### config.mk
export PLATFORM = sky130hd
export DESIGN_NAME = srhc_ctrl
export DESIGN_NICKNAME = d
export VERILOG_FILES = /design/src/hw/srhc_pkg.sv /design/src/hw/srhc_tmr_if.sv /design/src/hw/srhc_timer.sv /design/src/hw/srhc_ctrl.sv
export SDC_FILE = /design/constraint.sdc
export NUM_CORES = 1
export LEC_CHECK = 0
export ABC_CLOCK_PERIOD_IN_PS = 2570
export BUFFER_PORTS_ARGS = -buffer_cell sky130_fd_sc_hd__buf_2
export CAP_MARGIN = 20
export CORE_MARGIN = 1
export CORE_UTILIZATION = 45
export CTS_CLUSTER_SIZE = 14
export DETAILED_ROUTE_END_ITERATION = 6
export PLACE_DENSITY = 0.72
export SYNTH_ARGS = -nofsm -noshare
export SYNTH_HDL_FRONTEND = slang
export SYNTH_SLANG_ARGS = --single-unit
### constraint.sdc
create_clock -name clk_sys -period 2.57 [get_ports clk_sys]
set_clock_uncertainty 0.15 [all_clocks]
set_input_delay 0 -clock clk_sys [delete_from_list [all_inputs] [get_ports clk_sys]]
set_output_delay 0 -clock clk_sys [all_outputs]
set_load 0.005 [all_outputs]
### src/hw/srhc_pkg.sv
// Constants, timing counts and state type of the static memory host.
// Function
// - Read: strobe high, output enable low, selected
// - Write: strobe low, both selects, a lane
// - Write ends at first control going inactive
// - Host never fights memory-driven data pins
// - Lane enables gate bytes zero and one
package srhc_pkg;

  // ----------------------------------------------------------------
  // Geometry
  // ----------------------------------------------------------------
  localparam int unsigned ADDR_W = 19;
  localparam int unsigned DATA_W = 16;
  localparam int unsigned LANE_W = 8;
  localparam int unsigned LANES = 2;
  localparam int unsigned SYNC_STAGES = 2;
  localparam int unsigned CNT_W = 4;

  // ----------------------------------------------------------------
  // Timing in nanoseconds and derived cycle counts
  // ----------------------------------------------------------------
  localparam int unsigned CLK_PERIOD_NS = 20;
  localparam int unsigned T_RC_NS = 70;
  localparam int unsigned T_AA_NS = 70;
  localparam int unsigned T_WC_NS = 70;
  localparam int unsigned T_WP_NS = 50;
  localparam int unsigned T_DW_NS = 30;
  localparam int unsigned T_WHZ_NS = 20;
  localparam int unsigned T_WR_NS = 0;

  function automatic int unsigned srhc_cyc_up(input int unsigned ns);
    int unsigned c;
    c = (ns + CLK_PERIOD_NS - 1) / CLK_PERIOD_NS;
    return (c < 1) ? 1 : c;
  endfunction

  function automatic int unsigned srhc_max(input int unsigned a,
                                           input int unsigned b);
    return (a > b) ? a : b;
  endfunction

  localparam int unsigned RC_CYC = srhc_cyc_up(T_RC_NS);
  localparam int unsigned AA_CYC = srhc_cyc_up(T_AA_NS);
  localparam int unsigned WC_CYC = srhc_cyc_up(T_WC_NS);
  localparam int unsigned WP_CYC = srhc_cyc_up(T_WP_NS);
  localparam int unsigned DW_CYC = srhc_cyc_up(T_DW_NS);
  localparam int unsigned WHZ_CYC = srhc_cyc_up(T_WHZ_NS);
  localparam int unsigned WR_CYC = srhc_cyc_up(T_WR_NS);
  localparam int unsigned RD_WAIT =
    srhc_max(AA_CYC + SYNC_STAGES, RC_CYC - 1);
  localparam int unsigned REC_CYC =
    srhc_max(WR_CYC, (WC_CYC > WP_CYC + 1) ? WC_CYC - WP_CYC - 1 : 0);

  // ----------------------------------------------------------------
  // Sequencer states, Gray coded along each cycle except the ST_RD_DONE to ST_IDLE step
  // ----------------------------------------------------------------
  typedef enum logic [2:0] {
    ST_IDLE = 3'h0,
    ST_RD = 3'h1,
    ST_RD_DONE = 3'h3,
    ST_WR_SET = 3'h2,
    ST_WR_PULSE = 3'h6,
    ST_WR_REC = 3'h4
  } srhc_state_t;

endpackage

### src/hw/srhc_tmr_if.sv
// Interface between the sequencer and its cycle timer.
`timescale 1ns/1ps
interface srhc_tmr_if #(
  parameter int unsigned CNT_W = 4
);
  logic load;
  logic [CNT_W-1:0] load_val;
  logic [CNT_W-1:0] remain;
  logic done;

  modport owner (output load, output load_val, input remain, input done);
  modport timer (input load, input load_val, output remain, output done);
endinterface

### src/hw/srhc_timer.sv
// Down counter that times each phase of a memory access.
`timescale 1ns/1ps
module srhc_timer #(
  parameter int unsigned CNT_W = 4
) (
  // Clock and reset
  input wire logic clk_sys,
  input wire logic resetn,
  // Sequencer side
  srhc_tmr_if.timer tmr
);

  logic [CNT_W-1:0] count;
  logic [CNT_W-1:0] next_count;

  always_comb begin
    next_count = count;
    if (tmr.load) begin
      next_count = tmr.load_val;
    end else if (count != '0) begin
      next_count = count - 1'b1;
    end
  end

  always_ff @(posedge clk_sys or negedge resetn) begin
    if (!resetn) begin
      count <= '0;
    end else begin
      count <= next_count;
    end
  end

  assign tmr.remain = count;
  assign tmr.done = (count == '0);

endmodule

### src/hw/srhc_ctrl.sv
// Host sequencer that reads and writes an asynchronous static memory.
`timescale 1ns/1ps
module srhc_ctrl
  import srhc_pkg::*;
#(
  parameter int unsigned AW = ADDR_W,
  parameter int unsigned DW = DATA_W
) (
  // Clock and reset
  input wire logic clk_sys,
  input wire logic resetn,
  // User request
  input wire logic req_valid,
  input wire logic req_write,
  input wire logic [AW-1:0] req_addr,
  input wire logic [LANES-1:0] req_lanes,
  input wire logic [DW-1:0] req_wdata,
  output logic req_ready,
  // User answer
  output logic rsp_valid,
  output logic [DW-1:0] rsp_rdata,
  // Memory pins
  output logic [AW-1:0] sram_addr,
  output logic select_low_active,
  output logic select_high_active,
  output logic write_strobe_n,
  output logic output_enable_n,
  output logic low_lane_enable_n,
  output logic high_lane_enable_n,
  output logic [DW-1:0] data_bus_o,
  output logic data_bus_oe,
  input wire logic [DW-1:0] data_bus_i
);

  // ----------------------------------------------------------------
  // Elaboration checks
  // ----------------------------------------------------------------
  // The pulse must leave room for bus turnaround plus data overlap.
  if (AW != ADDR_W || DW != LANES * LANE_W) begin : g_bad_geom
    $error("srhc_ctrl: unsupported address or data width");
  end
  if (WP_CYC < WHZ_CYC + DW_CYC) begin : g_bad_pulse
    $error("srhc_ctrl: write pulse too short for data overlap");
  end
  if (RD_WAIT >= (1 << CNT_W) || REC_CYC >= (1 << CNT_W)) begin : g_bad_cnt
    $error("srhc_ctrl: timer too narrow");
  end

  localparam logic [CNT_W-1:0] RD_LOAD = CNT_W'(RD_WAIT);
  localparam logic [CNT_W-1:0] WP_LOAD = CNT_W'(WP_CYC - 1);
  localparam logic [CNT_W-1:0] REC_LOAD = CNT_W'(REC_CYC - 1);
  localparam logic [CNT_W-1:0] DRIVE_AT = CNT_W'(WP_CYC - WHZ_CYC);

  // Expand lane enables into a per-bit mask.
  function automatic logic [DW-1:0] lane_mask(input logic [LANES-1:0] l);
    logic [DW-1:0] m;
    m = '0;
    for (int i = 0; i < LANES; i++) begin
      m[i*LANE_W +: LANE_W] = {LANE_W{l[i]}};
    end
    return m;
  endfunction

  // ----------------------------------------------------------------
  // Timer
  // ----------------------------------------------------------------
  srhc_tmr_if #(.CNT_W(CNT_W)) tmr ();

  srhc_timer #(.CNT_W(CNT_W)) u_timer (
    .clk_sys(clk_sys),
    .resetn(resetn),
    .tmr(tmr)
  );

  // ----------------------------------------------------------------
  // Read data synchroniser
  // ----------------------------------------------------------------
  logic [DW-1:0] rd_meta;
  logic [DW-1:0] rd_sync;

  always_ff @(posedge clk_sys or negedge resetn) begin
    if (!resetn) begin
      rd_meta <= '0;
      rd_sync <= '0;
    end else begin
      rd_meta <= data_bus_i;
      rd_sync <= rd_meta;
    end
  end

  // ----------------------------------------------------------------
  // Sequencer
  // ----------------------------------------------------------------
  srhc_state_t state;
  srhc_state_t next_state;
  logic [LANES-1:0] lanes;
  logic [LANES-1:0] next_lanes;
  logic next_req_ready;
  logic next_rsp_valid;
  logic [DW-1:0] next_rsp_rdata;
  logic [AW-1:0] next_sram_addr;
  logic next_selected;
  logic next_write_strobe_n;
  logic next_output_enable_n;
  logic [DW-1:0] next_data_bus_o;
  logic next_data_bus_oe;

  always_comb begin
    next_state = state;
    next_lanes = lanes;
    next_req_ready = 1'b0;
    next_rsp_valid = 1'b0;
    next_rsp_rdata = rsp_rdata;
    next_sram_addr = sram_addr;
    next_selected = ~select_low_active;
    next_write_strobe_n = 1'b1;
    next_output_enable_n = 1'b1;
    next_data_bus_o = data_bus_o;
    next_data_bus_oe = data_bus_oe;
    tmr.load = 1'b0;
    tmr.load_val = '0;
    case (state)
      ST_IDLE: begin
        next_req_ready = 1'b1;
        next_selected = 1'b0;
        next_data_bus_oe = 1'b0;
        next_lanes = '0;
        if (req_valid && req_ready) begin
          next_req_ready = 1'b0;
          if (req_lanes == '0) begin
            // No lane: nothing can reach the memory, reads answer zero.
            next_rsp_valid = ~req_write;
            next_rsp_rdata = '0;
            next_req_ready = 1'b1;
          end else if (req_write) begin
            // Select first with strobe high: memory output stays off.
            next_state = ST_WR_SET;
            next_sram_addr = req_addr;
            next_lanes = req_lanes;
            next_selected = 1'b1;
            next_data_bus_o = req_wdata;
          end else begin
            next_state = ST_RD;
            next_sram_addr = req_addr;
            next_lanes = req_lanes;
            next_selected = 1'b1;
            next_output_enable_n = 1'b0;
            tmr.load = 1'b1;
            tmr.load_val = RD_LOAD;
          end
        end
      end
      ST_RD: begin
        next_output_enable_n = 1'b0;
        if (tmr.done) begin
          next_state = ST_RD_DONE;
          next_selected = 1'b0;
          next_output_enable_n = 1'b1;
          next_rsp_valid = 1'b1;
          next_rsp_rdata = rd_sync & lane_mask(lanes);
          next_lanes = '0;
        end
      end
      ST_RD_DONE: begin
        next_state = ST_IDLE;
        next_selected = 1'b0;
        next_req_ready = 1'b1;
      end
      ST_WR_SET: begin
        next_state = ST_WR_PULSE;
        next_write_strobe_n = 1'b0;
        tmr.load = 1'b1;
        tmr.load_val = WP_LOAD;
      end
      ST_WR_PULSE: begin
        next_write_strobe_n = 1'b0;
        // Drive only after the memory has surely floated the bus.
        if (tmr.remain <= DRIVE_AT) begin
          next_data_bus_oe = 1'b1;
        end
        if (tmr.done) begin
          // Strobe rises first; select and data hold through recovery.
          next_state = ST_WR_REC;
          next_write_strobe_n = 1'b1;
          tmr.load = 1'b1;
          tmr.load_val = REC_LOAD;
        end
      end
      ST_WR_REC: begin
        if (tmr.done) begin
          next_state = ST_IDLE;
          next_selected = 1'b0;
          next_data_bus_oe = 1'b0;
          next_lanes = '0;
          next_req_ready = 1'b1;
        end
      end
      default: begin
        next_state = ST_IDLE;
        next_selected = 1'b0;
        next_data_bus_oe = 1'b0;
        next_lanes = '0;
      end
    endcase
  end

  always_ff @(posedge clk_sys or negedge resetn) begin
    if (!resetn) begin
      state <= ST_IDLE;
      lanes <= '0;
      req_ready <= 1'b0;
      rsp_valid <= 1'b0;
      rsp_rdata <= '0;
      sram_addr <= '0;
      select_low_active <= 1'b1;
      select_high_active <= 1'b0;
      write_strobe_n <= 1'b1;
      output_enable_n <= 1'b1;
      low_lane_enable_n <= 1'b1;
      high_lane_enable_n <= 1'b1;
      data_bus_o <= '0;
      data_bus_oe <= 1'b0;
    end else begin
      state <= next_state;
      lanes <= next_lanes;
      req_ready <= next_req_ready;
      rsp_valid <= next_rsp_valid;
      rsp_rdata <= next_rsp_rdata;
      sram_addr <= next_sram_addr;
      select_low_active <= ~next_selected;
      select_high_active <= next_selected;
      write_strobe_n <= next_write_strobe_n;
      output_enable_n <= next_output_enable_n;
      low_lane_enable_n <= ~next_lanes[0];
      high_lane_enable_n <= ~next_lanes[1];
      data_bus_o <= next_data_bus_o;
      data_bus_oe <= next_data_bus_oe;
    end
  end

endmodule

==> impl_metrics.tcl, run 1 <==
set metrics [dict create \
    power_per_cell_area_nw_per_um2 954.0 \
    max_stage_delay_ns 0.50 \
    std_cell_rows 32 \
    setup_viol 0 \
    layout.nets 499 \
    clkSlewWorstSetupHoldPaths_ns 0.10 \
    timing.fmax_mhz 470.7 \
    peakVddDrop_mv 0.5775 \
    slew_headroom_pct 59.45 \
    drtPass1Iterations 4 \
    seqCellArea_um2 2534 \
    run_status "completed" \
    gp_congestion 0.8546 \
    detail_route.iter0.violations 122 \
    synth_edf_count 0 \
    tns_ns 0 \
    area_delta_synth_final_pct 38.85 \
    grt_max_degree 55 \
    cts_hold_buf 56 \
    cts_tree "yes" \
    overflow 0 \
    grt_pass1_wl_um 13310 \
    reg2reg_setup_slack_ns 0.45 \
    ctsLongestPathBuffers 2 \
    period_minus_slack_ns 2.125 \
    portBuffers 116 \
    slew_viol_final 0 \
    design_area_um2 5228 \
    multi_input_area_um2 1095 \
    hold_viol 0 \
    clk-insertion-delay-late_ns 0.36 \
    cts-root-buf "clkbuf_8" \
    syn_area_per_cell_um2 14.32 \
    ys_ff_latch 101 \
    cts_buffers 9 \
    period_share_pct 82.67 \
    synthCells 263 \
    dieArea_um2 8736 \
    mappedNetlistArea_um2 3765 \
    postRouteAntennaNets 0 \
    drive_above_1_share_pct 40.00 \
    synth_top_area_share_pct 63.81 \
    grt_util_all_layers_pct 20.19 \
    synthFlopType "dfrtp_1" \
    yosysSeqAreaShare_pct 67.30 \
    die_width_um 93.47 \
    synth_top_area_cell "dfrtp_1" \
    h-tree-depth 3 \
    critPathKind "reg2reg" \
    postCtsResizedCells 0 \
    grt_pass1_vias 2767 \
    async_flop_share_pct 100.0 \
    crit_fanout 16 \
    synth_nets 322 \
    yosysWarnings 0 \
    hp-class "in2async" \
    routed_wl_um 7933 \
    fillers 595 \
    cp-end-kind "flip-flop" \
    fp.dieH_um 93.47 \
    tightest_slew_ns 0.6082 \
    wire_per_inst_um 14.50 \
    cts_sinks 101 \
    dr_total_vias 2638 \
    synth_area_leaders "dfrtp_1, mux2_2, mux2i_1" \
    io-pin-count 117 \
    hpwl_um 5070 \
    start_util_pct 47.49 \
    core_area_um2 7928 \
    cp_cell_sequence "inv_1 > ha_1 > nor3b_2 > a32oi_2 > buf_4 > mux2i_1" \
    cts_setup_buffers 0 \
    placed_area_um2 4461 \
    critPathLaunchType "flip-flop" \
    cp.arrival_ns 2.25 \
    slowest_stage "nor3b_2" \
    synth.distinct_cells 44 \
    num_antenna_cells 0 \
    worstPathRequired_ns 2.70 \
    rsz0062_at_grt "no" \
    antenna_found_initial 0 \
    vias_per_cell 4.823 \
    p_leak_nw 2.616 \
    drt_drc_violations_left 0 \
    max-cap-violations 0 \
]
==> synth_stat cells, drive strengths merged (3+ instances only) <==
| cell type | n |
|---|---|
| nor3 | 3 |
| inv | 19 |
| and2 | 3 |
| dfrtp | 96 |
| a22oi | 4 |
| a32oi | 3 |
| mux2i | 16 |
| o21ai | 3 |
| dfstp | 5 |
| nor2 | 9 |
| buf | 9 |
| mux2 | 37 |
| nand2 | 24 |
==> state kept, by name, summed over array words and instances, names as in the netlist <==
register / cells
data_bus_oe: 1
data_bus_o: 16
rsp_valid: 1
sram_addr: 19
select_low_active: 1
low_lane_enable_n: 1
select_high_active: 1
output_enable_n: 1
rsp_rdata: 16
rd_sync: 16
req_ready: 1
u_timer.tmr.remain: 4
write_strobe_n: 1
lanes: 2
high_lane_enable_n: 1
rd_meta: 16
state: 3
==> cell usage in the layout (no fill, tap or decap), types with 2 or more instances in the layout <==
cell and instances:
o21ai_0 3, nand2b_1 2, dfrtp_1 96, ha_1 2, a22o_1 2, dfstp_2 5, nor3_1 3, mux2_1 10
clkinv_4 2, buf_2 115, mux2i_1 16, clkbuf_8 9, nor2_1 8, nor2b_1 2, mux2_2 27, nand2_1 24
and3_1 2, a32oi_1 2, inv_1 19, dlygate4sd3_1 56, a22oi_1 4, o211ai_1 2, and2_1 3, clkinvlp_4 2
buf_4 5
==> kinds of logic after synthesis <==
group           Yosys count  synth area share [%]
mux                      53                 15.32
buf+inv                  30                 3.623
flops                   101                 67.30
fa+ha+maj                 2                0.6646
compound gates           26                 5.484
simple gates             51                 7.610
==> metrics by stage <==
step	setup WS (ns)	hold WS (ns)	power (mW)	std cells	util, %
6_report	0.4454	0.01661	4.987	547	65.94
5_1_grt	0.2847	0.07994	5.334	547	65.94
4_1_cts	0.4560	0.03319	5.021	547	65.94
3_5_place_dp	0.4531	-0.1034	3.918	475	56.27
3_3_place_gp	0.5215	-0.1087	3.853	475	56.27
2_1_floorplan	0.6395	-0.4456	3.225	263	-
==> path summary, 6_finish.rpt <==
path,from,end,cells past startpoint
max,u_timer.tmr.remain[0]$_DFFE_PN0P_,rsp_rdata[14]$_DFFE_PN0P_,6
min,resetn,sram_addr[17]$_DFFE_PN0P_,2
max reg2reg,u_timer.tmr.remain[0]$_DFFE_PN0P_,rsp_rdata[14]$_DFFE_PN0P_,6
min reg2reg,rd_meta[2]$_DFF_PN0_,rd_sync[2]$_DFF_PN0_,0
max in group asynchronous,resetn,sram_addr[3]$_DFFE_PN0P_,3
min in group clk_sys,data_bus_i[5],rd_meta[5]$_DFF_PN0_,2
==> critical path: cells and delay by family, from the launching register on <==
| kind | cells | cell delay [ns] |
|---|---|---|
| compound gates | 1 | 0.17 |
| flops | 1 | 0.41 |
| fa+ha+maj | 1 | 0.24 |
| mux | 1 | 0.20 |
| buf+inv | 2 | 0.38 |
| simple gates | 1 | 0.50 |
==> routing by layer <==
layer | vias to the layer above | track usage, % | routed length, um
li1 | 1251 | - | -
met1 | 1269 | 23.56 | 3206
met2 | 98 | 34.44 | 4068
met3 | 20 | 6.667 | 439
met4 | 0 | 7.821 | 220
met5 | - | 0 | 0
==> final cells by class <==
cell class	instances	share of cell area (%)
sequential	101	48.47
timing repair buffer	177	22.83
multi-input combinational	132	20.94
tap	102	2.441
clock buffer	9	2.370
clock inverter	7	1.580
inverter	19	1.364
==> power breakdown <==
group          internal [mW]  total, mW  switching, mW
Clock                  0.463       1.02          0.558
Combinational          0.846       1.52          0.677
Sequential              2.11       2.44          0.329
(Power assumes the default switching activity.)
==> inputs of run 2 (changes only) <==
- ABC_AREA: default -> 1
- ABC_CLOCK_PERIOD_IN_PS: 2570 -> 1700
- PLACE_DENSITY: 0.72 -> 0.74
- clock period: 2.57 -> 1.7 ns (I/O delays scaled with it)
==> run 2 against run 1 <==
Net effect:
- global-route usage grew 1.3 points
- flip-flop and latch count is the same
- non-clock buffer count grew 15
- utilization grew 0.38 points
- setup slack lost 0.38 ns
- fmax grew 30%
- largest cell class unchanged
==> impl_metrics.tcl, run 2 <==
set metrics [dict create \
    synthMostInstantiatedCell "nand2_1" \
    grt_pass1_vias 3193 \
    ys_ff_latch 101 \
    grt_max_degree 37 \
    layout_common_cells "nand2_1, buf_2, dfrtp_1, dlygate4sd3_1" \
    worst_slack_ns 0.06497 \
    tightest_slew_ns 0.4532 \
    postRouteAntennaNets 0 \
    antenna_found_initial 0 \
    synth_top_area_share_pct 62.48 \
    dr_total_vias 3213 \
    hold_start "data_bus_i[8]" \
    detail_route.iter0.violations 136 \
    hold_viol 0 \
    async_flop_share_pct 100.0 \
    cts-root-buf "clkbuf_8" \
    cts_tree "yes" \
    syn_area_per_cell_um2 10.17 \
    p_leak_nw 2.861 \
    yosysWarnings 0 \
    pre_cts_ws_ns -0.02819 \
    core_area_um2 8258 \
    start_util_pct 46.56 \
    synth.distinct_cells 27 \
    synth_top_area_cell "dfrtp_1" \
    mappedNetlistArea_um2 3845 \
    overflow 0 \
    routed_wl_um 8958 \
    synth_area_leaders "dfrtp_1, nand2_1, dfstp_2" \
    drt_drc_violations_left 0 \
    synth_edf_count 0 \
    synthCells 378 \
    fp.dieH_um 94.44 \
    period_share_pct 96.18 \
    run_status "completed" \
    regMostFlops "sram_addr" \
    grt_util_all_layers_pct 21.53 \
    cp-end-kind "flip-flop" \
    power_per_cell_area_nw_per_um2 1384 \
    num_antenna_cells 0 \
    slew_headroom_pct 69.79 \
    hp-class "in2reg" \
    slew_viol_final 0 \
    timing.fmax_mhz 611.6 \
    largest_reg_flops 19 \
    synth_nets 437 \
    peakVddDrop_mv 0.7233 \
    hpwl_um 5801 \
    design_area_um2 5477 \
    wire_per_inst_um 13.21 \
    std_cell_rows 33 \
    clk-insertion-delay-late_ns 0.36 \
    fin_cells 678 \
    crit_fanout 32 \
    gp_congestion 0.8264 \
    ctsLongestPathBuffers 2 \
    portBuffers 116 \
    worstPathRequired_ns 1.81 \
    cp.arrival_ns 1.75 \
    io-pin-count 117 \
    placed_area_um2 4598 \
    drtPass1Iterations 4 \
    tns_ns 0 \
    critPathKind "reg2reg" \
    cp-startpoint "u_timer.tmr.remain[0]$_DFFE_PN0P_" \
    cts_buffers 9 \
    synthTopCellsByCount "nand2_1, dfrtp_1, nand3_1, nor2_1, o21ai_1" \
    vias_per_cell 4.739 \
    cts_sinks 101 \
    period_minus_slack_ns 1.635 \
    regToRegStartpoint "u_timer.tmr.remain[0]$_DFFE_PN0P_" \
    grt_pass1_wl_um 14430 \
    drive_above_1_share_pct 31.94 \
    yosysSeqAreaShare_pct 65.90 \
    critPathLaunchType "flip-flop" \
    h-tree-depth 3 \
    clkSlewWorstSetupHoldPaths_ns 0.11 \
    dp.cells 601 \
    dieArea_um2 8918 \
    area_delta_synth_final_pct 42.43 \
    max-cap-violations 0 \
    synthFlopType "dfrtp_1" \
    die_width_um 94.44 \
    final_common_cell "nand2_1" \
    layout.nets 627 \
    setup_viol 0 \
]
==> run 2: timing repair <==
action | in CTS | in global routing
hold endpoints to repair | 153 | 0
hold buffers | 57 | 0
pin swaps | 0 | 3
setup buffers | 0 | 4
gates resized for setup | 4 | 11
gates cloned | 0 | 0
endpoints found under the setup margin | 24 | 62
==> run 2: area by class of cell <==
cell class	instances	area, um^2
multi-input cells	246	1166
fillers	652	2781
clock inverters	7	88.84
inverters	18	75.07
well taps	105	131.4
flip-flops and latches	101	2534
repair buffers	192	1358
clock buffers	9	123.9
==> run 2: worst max-delay path, stage by stage, from the launching register on <==
cell     delay, ns
dfrtp_1       0.41
inv_1         0.10
ha_2          0.20
nand2_2       0.12
nand2_4       0.12
nand3_2       0.10
buf_12        0.18
nand2_1       0.07
o21ai_1       0.06
==> run 2: cells by family after synthesis <==
family	share of synthesized area [%]
adders and majority gates	0.6507
DFF	65.90
buffers and inverters	4.783
and+or+nand+nor	24.08
AOI/OAI and AO/OA	4.133
xor gates and xnor gates	0.4557
==> run 2: per-stage QoR <==
step	utilization [%]	power, mW	hold WS, ns
6_report	66.32	7.577	0.1178
5_1_grt	66.32	8.117	0.09925
4_1_cts	65.33	7.484	0.08761
3_5_place_dp	55.68	5.803	-0.1670
3_3_place_gp	55.68	5.726	-0.1644
2_1_floorplan	-	4.780	-0.4456
==> run 2: final timing paths <==
kind                                                 to  slack, ns  cells past startpoint
setup / recovery              rsp_rdata[11]$_DFFE_PN0P_       0.06                      8
hold / removal                     rd_meta[8]$_DFF_PN0_       0.12                      2
setup reg to reg              rsp_rdata[11]$_DFFE_PN0P_       0.06                      8
hold reg to reg                   rd_sync[13]$_DFF_PN0_       0.21                      0
max in group asynchronous  high_lane_enable_n$_DFF_PN1_       0.29                      4
min in group asynchronous      sram_addr[3]$_DFFE_PN0P_       0.49                      3
==> run 2: power breakdown <==
part           switching (mW)  internal (mW)  leakage, nW
Clock                   0.934          0.597        0.106
Sequential              0.334           3.03         1.26
Combinational            1.50           1.18         1.50
Total                    2.77           4.81         2.86
==> run 2: metal layers <==
| metal | share of wire (%) | vias up | track usage (%) |
|---|---|---|---|
| met5 | 0 | - | 0 |
| met4 | 2.6 | 0 | 12.18 |
| met3 | 4.7 | 24 | 3.623 |
| met2 | 52 | 110 | 36.71 |
| met1 | 41 | 1508 | 25.80 |
| li1 | - | 1571 | - |
